==> src/hdl/port9_mux_pkg.sv <==
// Constants shared by the port-9 pin-function multiplexer.
package port9_mux_pkg;

  localparam int LINES = 16;
  localparam int APB_W = 32;

  // Register indices; the bus address of each is four times its index.
  localparam logic [APB_W-1:0] PORT_DATA_IDX = 32'hFFFFF412;
  localparam logic [APB_W-1:0] DIRECTION_IDX = 32'hFFFFF432;
  localparam logic [APB_W-1:0] MODE_CTRL_IDX = 32'hFFFFF452;
  localparam logic [APB_W-1:0] FSEL_LOW_IDX = 32'hFFFFF472;
  localparam logic [APB_W-1:0] FSEL_HIGH_IDX = 32'hFFFFF712;

  localparam logic [APB_W-1:0] PORT_DATA_ADDR = {PORT_DATA_IDX[APB_W-3:0], 2'b00};
  localparam logic [APB_W-1:0] DIRECTION_ADDR = {DIRECTION_IDX[APB_W-3:0], 2'b00};
  localparam logic [APB_W-1:0] MODE_CTRL_ADDR = {MODE_CTRL_IDX[APB_W-3:0], 2'b00};
  localparam logic [APB_W-1:0] FSEL_LOW_ADDR = {FSEL_LOW_IDX[APB_W-3:0], 2'b00};
  localparam logic [APB_W-1:0] FSEL_HIGH_ADDR = {FSEL_HIGH_IDX[APB_W-3:0], 2'b00};

  localparam logic [LINES-1:0] PORT_DATA_RESET = 16'h0000;
  localparam logic [LINES-1:0] DIRECTION_RESET = 16'hFFFF;
  localparam logic [LINES-1:0] MODE_CTRL_RESET = 16'h0000;
  localparam logic [LINES-1:0] FSEL_RESET = 16'h0000;

  // Function pair {high bit, low bit} for one line.
  localparam logic [1:0] SEL_00 = 2'b00;
  localparam logic [1:0] SEL_01 = 2'b01;
  localparam logic [1:0] SEL_10 = 2'b10;
  localparam logic [1:0] SEL_11 = 2'b11;

  // Bit positions of the peripheral inputs fed by the multiplexer.
  localparam int FIN_CSI_CLK = 0;
  localparam int FIN_UART_RX = 1;
  localparam int FIN_UART_BAUD = 2;
  localparam int FIN_Q1_IN0 = 3;
  localparam int FIN_Q1_IN1 = 4;
  localparam int FIN_Q1_IN2 = 5;
  localparam int FIN_Q1_IN3 = 6;
  localparam int FIN_P1_IN0 = 7;
  localparam int FIN_P1_IN1 = 8;
  localparam int FIN_P2_IN0 = 9;
  localparam int FIN_P2_IN1 = 10;
  localparam int FIN_IRQ4 = 11;
  localparam int FIN_IRQ5 = 12;
  localparam int FIN_IRQ6 = 13;
  localparam int FIN_S2_DIN = 14;
  localparam int FIN_S2_CLK = 15;
  localparam int FIN_DBG_MODE = 16;
  localparam int FIN_DBG_CLK = 17;
  localparam int FIN_DBG_DATA = 18;
  localparam int FIN_ADDR_DATA_BIT14 = 19;
  localparam int FIN_ADDR_DATA_BIT15 = 20;
  localparam int FIN_W = 21;

  // Idle levels: all low, except the UART receive line which idles high.
  localparam logic [FIN_W-1:0] FIN_IDLE = 21'h000002;

endpackage

==> src/hdl/port9_function_select.sv <==
// Pin-function multiplexer for the sixteen port-9 lines with its APB registers.
`timescale 1ns/100ps
`default_nettype none
module port9_function_select
  import port9_mux_pkg::*;
#(
  parameter bit BUS_CAPABLE = 1'b1
)
(
  input wire logic pclk,
  input wire logic presetn,
  input wire logic psel,
  input wire logic penable,
  input wire logic pwrite,
  input wire logic [APB_W-1:0] paddr,
  input wire logic [APB_W-1:0] pwdata,
  input wire logic [3:0] pstrb,
  output logic pready,
  output logic [APB_W-1:0] prdata,
  output logic pslverr,
  input wire logic [LINES-1:0] pin_in,
  output logic [LINES-1:0] pin_out,
  output logic [LINES-1:0] pin_oe,
  input wire logic csi_ch_clock_out,
  input wire logic csi_ch_clock_oe,
  input wire logic csi_chip_select0,
  input wire logic csi_chip_select1,
  input wire logic csi_chip_select2,
  input wire logic csi_chip_select3,
  input wire logic uart1_transmit,
  input wire logic timer_q1_out0,
  input wire logic timer_q1_out1,
  input wire logic timer_q1_out2,
  input wire logic timer_q1_out3,
  input wire logic timer_p1_out0,
  input wire logic timer_p1_out1,
  input wire logic timer_p2_out0,
  input wire logic timer_p2_out1,
  input wire logic prog_clock_out,
  input wire logic serial2_data_out,
  input wire logic serial2_clock_out,
  input wire logic serial2_clock_oe,
  input wire logic addr_data_bit14_out,
  input wire logic addr_data_bit15_out,
  input wire logic addr_data_oe,
  output logic [FIN_W-1:0] func_in
);

  logic [LINES-1:0] pin_meta;
  logic [LINES-1:0] pin_sync;
  logic [LINES-1:0] port_latch;
  logic [LINES-1:0] direction_reg;
  logic [LINES-1:0] mode_control_reg;
  logic [LINES-1:0] function_select_low;
  logic [LINES-1:0] function_select_high;
  logic [LINES-1:0] next_pin_out;
  logic [LINES-1:0] next_pin_oe;
  logic [FIN_W-1:0] next_func_in;

  // Byte-lane merge; a single-bit update is a byte write of a read value.
  function automatic logic [LINES-1:0] merge_lanes(input logic [LINES-1:0] old,
                                                   input logic [LINES-1:0] wdata,
                                                   input logic [1:0] strb);
    merge_lanes = old;
    if (strb[0])
      merge_lanes[7:0] = wdata[7:0];
    if (strb[1])
      merge_lanes[15:8] = wdata[15:8];
  endfunction

  function automatic logic [1:0] pair_of(input logic [LINES-1:0] hi,
                                         input logic [LINES-1:0] lo,
                                         input int n);
    pair_of = {hi[n], lo[n]};
  endfunction

  wire access = psel && penable;
  wire done = access && pready;
  wire hit_data = (paddr == PORT_DATA_ADDR);
  wire hit_dir = (paddr == DIRECTION_ADDR);
  wire hit_mode = (paddr == MODE_CTRL_ADDR);
  wire hit_flow = (paddr == FSEL_LOW_ADDR);
  wire hit_fhigh = (paddr == FSEL_HIGH_ADDR);
  wire hit_any = hit_data || hit_dir || hit_mode || hit_flow || hit_fhigh;
  wire do_write = done && pwrite && hit_any;
  wire [1:0] lanes = pstrb[1:0];
  wire [LINES-1:0] wdata = pwdata[LINES-1:0];
  // Input lines and peripheral lines read the pin; port outputs read the latch.
  wire [LINES-1:0] data_view = ((direction_reg | mode_control_reg) & pin_sync) |
                               (~(direction_reg | mode_control_reg) & port_latch);
  wire [LINES-1:0] rd_sel = hit_data ? data_view :
                            hit_dir ? direction_reg :
                            hit_mode ? mode_control_reg :
                            hit_flow ? function_select_low :
                            hit_fhigh ? function_select_high : '0;
  wire [1:0] s0 = pair_of(function_select_high, function_select_low, 0);
  wire [1:0] s1 = pair_of(function_select_high, function_select_low, 1);
  wire [1:0] s2 = pair_of(function_select_high, function_select_low, 2);
  wire [1:0] s3 = pair_of(function_select_high, function_select_low, 3);
  wire [1:0] s12 = pair_of(function_select_high, function_select_low, 12);
  wire [1:0] s13 = pair_of(function_select_high, function_select_low, 13);
  wire [1:0] s14 = pair_of(function_select_high, function_select_low, 14);
  wire [1:0] s15 = pair_of(function_select_high, function_select_low, 15);

  // Pins are asynchronous to pclk; only the second stage is read.
  always_ff @(posedge pclk or negedge presetn)
  begin
    if (!presetn)
    begin
      pin_meta <= '0;
      pin_sync <= '0;
    end
    else
    begin
      pin_meta <= pin_in;
      pin_sync <= pin_meta;
    end
  end

  // One wait state: pready rises in the second access cycle, together with data.
  always_ff @(posedge pclk or negedge presetn)
  begin
    if (!presetn)
    begin
      pready <= 1'b0;
      prdata <= '0;
      pslverr <= 1'b0;
    end
    else
    begin
      pready <= access && !pready;
      if (access && !pready)
      begin
        prdata <= {{(APB_W-LINES){1'b0}}, rd_sel};
        pslverr <= !hit_any;
      end
    end
  end

  always_ff @(posedge pclk or negedge presetn)
  begin
    if (!presetn)
    begin
      port_latch <= PORT_DATA_RESET;
      direction_reg <= DIRECTION_RESET;
      mode_control_reg <= MODE_CTRL_RESET;
      function_select_low <= FSEL_RESET;
      function_select_high <= FSEL_RESET;
    end
    else if (do_write)
    begin
      if (hit_data)
        port_latch <= merge_lanes(port_latch, wdata, lanes);
      if (hit_dir)
        direction_reg <= merge_lanes(direction_reg, wdata, lanes);
      if (hit_mode)
        mode_control_reg <= merge_lanes(mode_control_reg, wdata, lanes);
      if (hit_flow)
        function_select_low <= merge_lanes(function_select_low, wdata, lanes);
      if (hit_fhigh)
        function_select_high <= merge_lanes(function_select_high, wdata, lanes);
    end
  end

  // Lines 10 and 11 have no alternate here; setting their mode bit only releases them.
  always_comb
  begin
    next_pin_out = port_latch;
    next_pin_oe = ~direction_reg & ~mode_control_reg;
    next_func_in = FIN_IDLE;
    if (mode_control_reg[0])
      case (s0)
        SEL_00:
        begin
          next_pin_out[0] = csi_ch_clock_out;
          next_pin_oe[0] = csi_ch_clock_oe;
          next_func_in[FIN_CSI_CLK] = pin_sync[0];
        end
        SEL_01: {next_pin_out[0], next_pin_oe[0]} = {timer_q1_out1, 1'b1};
        SEL_10: next_func_in[FIN_Q1_IN1] = pin_sync[0];
        default: next_pin_oe[0] = 1'b0;
      endcase
    if (mode_control_reg[1])
      case (s1)
        SEL_00: {next_pin_out[1], next_pin_oe[1]} = {csi_chip_select0, 1'b1};
        SEL_01: {next_pin_out[1], next_pin_oe[1]} = {timer_q1_out2, 1'b1};
        SEL_10: next_func_in[FIN_Q1_IN2] = pin_sync[1];
        default: next_pin_oe[1] = 1'b0;
      endcase
    if (mode_control_reg[2])
      case (s2)
        SEL_00: {next_pin_out[2], next_pin_oe[2]} = {csi_chip_select1, 1'b1};
        SEL_01: {next_pin_out[2], next_pin_oe[2]} = {timer_q1_out3, 1'b1};
        SEL_10: next_func_in[FIN_Q1_IN3] = pin_sync[2];
        default: next_pin_oe[2] = 1'b0;
      endcase
    if (mode_control_reg[3])
      case (s3)
        SEL_00: {next_pin_out[3], next_pin_oe[3]} = {csi_chip_select2, 1'b1};
        SEL_01: {next_pin_out[3], next_pin_oe[3]} = {timer_q1_out0, 1'b1};
        SEL_10: next_func_in[FIN_Q1_IN0] = pin_sync[3];
        default: next_pin_oe[3] = 1'b0;
      endcase
    if (mode_control_reg[4])
      if (function_select_low[4])
        {next_func_in[FIN_UART_BAUD], next_pin_oe[4]} = {pin_sync[4], 1'b0};
      else
        {next_pin_out[4], next_pin_oe[4]} = {csi_chip_select3, 1'b1};
    if (mode_control_reg[5])
    begin
      next_func_in[FIN_UART_RX] = pin_sync[5];
      next_pin_oe[5] = 1'b0;
      // Line 0 owns the serial clock when both lines offer it.
      if (!function_select_low[5] && !(mode_control_reg[0] && s0 == SEL_00))
      begin
        next_pin_out[5] = csi_ch_clock_out;
        next_pin_oe[5] = csi_ch_clock_oe;
        next_func_in[FIN_CSI_CLK] = pin_sync[5];
      end
    end
    if (mode_control_reg[6])
    begin
      // Both idle high, so the AND lets either one pull the shared pin low.
      next_pin_out[6] = function_select_low[6] ? uart1_transmit :
                        (uart1_transmit & csi_chip_select0);
      next_pin_oe[6] = 1'b1;
    end
    if (mode_control_reg[7])
    begin
      next_pin_oe[7] = 1'b0;
      if (function_select_low[7])
        next_func_in[FIN_DBG_DATA] = pin_sync[7];
      else
        next_func_in[FIN_S2_DIN] = pin_sync[7];
    end
    if (mode_control_reg[8])
      if (function_select_low[8])
        {next_func_in[FIN_DBG_CLK], next_pin_oe[8]} = {pin_sync[8], 1'b0};
      else
        {next_pin_out[8], next_pin_oe[8]} = {serial2_data_out, 1'b1};
    if (mode_control_reg[9])
    begin
      if (function_select_low[9])
        {next_func_in[FIN_DBG_MODE], next_pin_oe[9]} = {pin_sync[9], 1'b0};
      else
      begin
        next_pin_out[9] = serial2_clock_out;
        next_pin_oe[9] = serial2_clock_oe;
        next_func_in[FIN_S2_CLK] = pin_sync[9];
      end
    end
    if (mode_control_reg[12])
      case (s12)
        SEL_00: {next_pin_out[12], next_pin_oe[12]} = {csi_chip_select2, 1'b1};
        SEL_01: {next_pin_out[12], next_pin_oe[12]} = {timer_p2_out1, 1'b1};
        SEL_10: next_func_in[FIN_P2_IN1] = pin_sync[12];
        default: next_pin_oe[12] = 1'b0;
      endcase
    if (mode_control_reg[13])
      case (s13)
        SEL_00: next_func_in[FIN_IRQ4] = pin_sync[13];
        SEL_01: {next_pin_out[13], next_pin_oe[13]} = {timer_p2_out0, 1'b1};
        SEL_10: next_func_in[FIN_P2_IN0] = pin_sync[13];
        default: {next_pin_out[13], next_pin_oe[13]} = {prog_clock_out, 1'b1};
      endcase
    if (mode_control_reg[14])
      case (s14)
        SEL_00: next_func_in[FIN_IRQ5] = pin_sync[14];
        SEL_01: {next_pin_out[14], next_pin_oe[14]} = {timer_p1_out0, 1'b1};
        SEL_10: next_func_in[FIN_P1_IN0] = pin_sync[14];
        default:
        begin
          next_pin_out[14] = addr_data_bit14_out;
          next_pin_oe[14] = BUS_CAPABLE && addr_data_oe;
          if (BUS_CAPABLE)
            next_func_in[FIN_ADDR_DATA_BIT14] = pin_sync[14];
        end
      endcase
    if (mode_control_reg[15])
      case (s15)
        SEL_00: next_func_in[FIN_IRQ6] = pin_sync[15];
        SEL_01: {next_pin_out[15], next_pin_oe[15]} = {timer_p1_out1, 1'b1};
        SEL_10: next_func_in[FIN_P1_IN1] = pin_sync[15];
        default:
        begin
          next_pin_out[15] = addr_data_bit15_out;
          next_pin_oe[15] = BUS_CAPABLE && addr_data_oe;
          if (BUS_CAPABLE)
            next_func_in[FIN_ADDR_DATA_BIT15] = pin_sync[15];
        end
      endcase
  end

  always_ff @(posedge pclk or negedge presetn)
  begin
    if (!presetn)
    begin
      pin_out <= PORT_DATA_RESET;
      pin_oe <= '0;
      func_in <= FIN_IDLE;
    end
    else
    begin
      pin_out <= next_pin_out;
      pin_oe <= next_pin_oe;
      func_in <= next_func_in;
    end
  end
endmodule
`default_nettype wire

==> config.mk <==
export PLATFORM = sky130hd
export DESIGN_NAME = port9_function_select
export DESIGN_NICKNAME = d
export VERILOG_FILES = /design/src/hdl/port9_mux_pkg.sv /design/src/hdl/port9_function_select.sv
export SDC_FILE = /design/constraint.sdc
export NUM_CORES = 1
export LEC_CHECK = 0
export BUFFER_PORTS_ARGS = -buffer_cell sky130_fd_sc_hd__buf_2
export CAP_MARGIN = 30
export CORE_ASPECT_RATIO = 1.2
export CORE_MARGIN = 2
export CORE_UTILIZATION = 50
export CTS_CLUSTER_DIAMETER = 50
export DETAILED_ROUTE_END_ITERATION = 10
export GPL_ROUTABILITY_DRIVEN = 0
export GPL_TIMING_DRIVEN = 1
export PLACE_DENSITY_LB_ADDON = 0.1
export SYNTH_ARGS = -nofsm -noshare
export SYNTH_HDL_FRONTEND = slang
export SYNTH_SLANG_ARGS = --single-unit
==> constraint.sdc <==
create_clock -name pclk -period 2.3 [get_ports pclk]
set_input_delay 0.23 -clock pclk [delete_from_list [all_inputs] [get_ports pclk]]
set_output_delay 0.23 -clock pclk [all_outputs]
set_load 0.05 [all_outputs]
==> impl_metrics.toml <==
[final_layout]
multiInputGateArea_um2 = 2820
area_delta_synth_final_pct = 26.9
fillers = 1173
largest_reg_flops = 21
layout_common_cells = "dfrtp_1, buf_2, mux2_2"
seqCellArea_um2 = 4600
drive_gt1_frac = 0.427
layout.nets = 923
regMostFlops = "func_in"
final_common_cell = "dfrtp_1"
utilization = 0.644

[route]
antenna_left = 0
totalWireLength_um = 18200
first_iter_violations = 393
drc = 0
viasPerCell = 5.27
routedWlPerCell_um = 17.6
vias = 5424
drt_first_pass_iters = 4

[synth]
ys_types = 44
syn_inst = 591
ys_ff_latch = 183
avgSynthCellArea_um2 = 12.8
synth-async-reset-ratio = 1.00
netlist.area_leader.share = 0.549
ys_warn_count = 0
synth-edff-count = 0
synth_top_cell_by_area = "dfrtp_1"
syn-cell-area_um2 = 7560
synth_ff_type = "dfrtp_1"
seq_area_frac_synth = 0.608
synthTopCellsByArea = "dfrtp_1, mux2_2, dfstp_2"

[clock_tree]
cts_setup_buffers = 0
tritoncts = "built"
cts_htree_levels = 4
path_clk_slew_ns = 0.06
hold_buffers = 18
cts-buffers-inserted = 17
ctsResizeCount = 0
clkLatencyLatePin_ns = 0.43
cts_sinks = 183
cts_root_buf = "clkbuf_16"
clock_path_buffers = 2

[power]
power.total_mw = 6.62
power_density_nw_per_um2 = 689
vdd_ir_drop_max_mv = 0.515
leakage_nw = 4.73

[min_path]
whs_path_depth = 2
hold_path_class = "in2reg"
holdPathEnd = "pin_out[4]$_DFF_PN0_"
min-delay-start = "csi_chip_select3"

[setup_path]
cp.arrival_ns = 2.43
r2r_setup_slack_ns = 0.49
worstReg2RegEnd = "mode_control_reg[0]$_DFFE_PN0P_"
cp-end-kind = "register"
start_kind = "input pin"
path_class = "in2reg"
cp_max_fo = 8
required_ns = 2.65
reg2reg_depth = 6
r2r_start = "pready$_DFF_PN0_"

[floorplan]
row_count = 49
core_area_um2 = 14900
die-area_um2 = 16100
initial_core_util = 0.508
fp.dieW_um = 116
die_h_um = 139
io_pins = 198

[placement]
post-place-ws_ns = -0.209
port_buffers = 163
dpl.hpwl_um = 12900

[global_routing]
grt_max_degree = 51
antenna_found_initial = 1
globalRouteOverflowTotal = 0
grt_pass1_vias = 5592
grt_pass1_wl_um = 28900
track_usage = 0.235

[run_status]
status = "complete, no violations"

[timing]
setup_ws_ns = 0.223
report.final.setup_viol = 0
tightest_slew_ns = 0.667
hold_viol = 0
maxSlewViolCount = 0
relSlewSlack = 0.554
finalCritPeriodShare = 0.903
rsz0062_at_grt = "false"
timing.final.crit_period_ns = 2.08
whs_ns = 0.0326
finClkSkew_ns = 0.00692
max_freq_mhz = 481

[job]
drv_cap = 0
[kinds of logic after synthesis]
kind of cell,after synthesis,share of synthesized area
DFF,183,0.608
and+or+nand+nor,144,0.105
AOI/OAI and AO/OA,100,0.0792
other,1,0.000496
buffers and inverters,39,0.0280
muxes,124,0.180
[Yosys cell counts (all sizes together) (5+ instances only)]
| master | number |
|---|---|
| nor4 | 7 |
| nand3 | 6 |
| dfrtp | 166 |
| buf | 19 |
| o211ai | 12 |
| nand4 | 6 |
| clkbuf | 17 |
| o22ai | 11 |
| mux2 | 94 |
| mux2i | 30 |
| a21oi | 35 |
| nor3 | 6 |
| a2bb2oi | 5 |
| nor2 | 39 |
| nand2b | 11 |
| a22oi | 5 |
| and4b | 7 |
| nor3b | 5 |
| nand2 | 36 |
| dfstp | 17 |
| o21ai | 22 |
[how the worst max path moves through the flow]
stage / start / end / slack (ns) / cells past startpoint
after CTS: paddr[9] / direction_reg[6]$_DFFE_PN1P_ / 0.25 / 8
after detailed placement: paddr[9] / direction_reg[6]$_DFFE_PN1P_ / -0.21 / 8
after global routing: paddr[9] / mode_control_reg[2]$_DFFE_PN0P_ / 0.16 / 7
after floorplan: paddr[9] / mode_control_reg[0]$_DFFE_PN0P_ / -0.17 / 7
after global placement: paddr[9] / mode_control_reg[14]$_DFFE_PN0P_ / -0.17 / 7
final: paddr[9] / direction_reg[4]$_DFFE_PN1P_ / 0.22 / 8
[layer usage]
layer,GRT usage,part of all wire,vias to the layer above
li1,-,-,2546
met1,0.299,0.41,2666
met2,0.396,0.51,179
met3,0.0573,0.059,31
met4,0.0733,0.016,2
met5,0,0.00072,-
[layout make-up]
cell class | count | share of cell area
antenna | 1 | 0.000261
sequential | 183 | 0.479
tap | 204 | 0.0266
clock inverter | 7 | 0.00717
clock buffer | 25 | 0.0526
timing repair buffer | 223 | 0.140
multi-input combinational | 384 | 0.293
inverter | 3 | 0.00117
[stage by stage]
stage	std cells	cell area, um^2	setup TNS [ns]
after global placement	979	8840	-6.01
after global routing	1029	9600	0
after floorplan	606	7620	-3.17
after CTS	1029	9600	0
final	1030	9600	0
after detailed placement	979	8840	-7.45
[worst max-delay path: stages]
cell and delay (ns):
buf_2 0.10, nand4bb_1 0.18, or4_1 0.59, buf_4 0.19, nor4_2 0.35, and4b_1 0.24
buf_4 0.19, mux2_2 0.35
[where the power goes]
part / switching, mW / internal [mW] / total, mW / leakage (nW)
sequential: 0.0296 / 3.28 / 3.31 / 2.31
clock: 1.17 / 1.63 / 2.80 / 0.279
combinational: 0.355 / 0.159 / 0.514 / 2.13
Note: power is estimated with default switching activity, not from simulation.
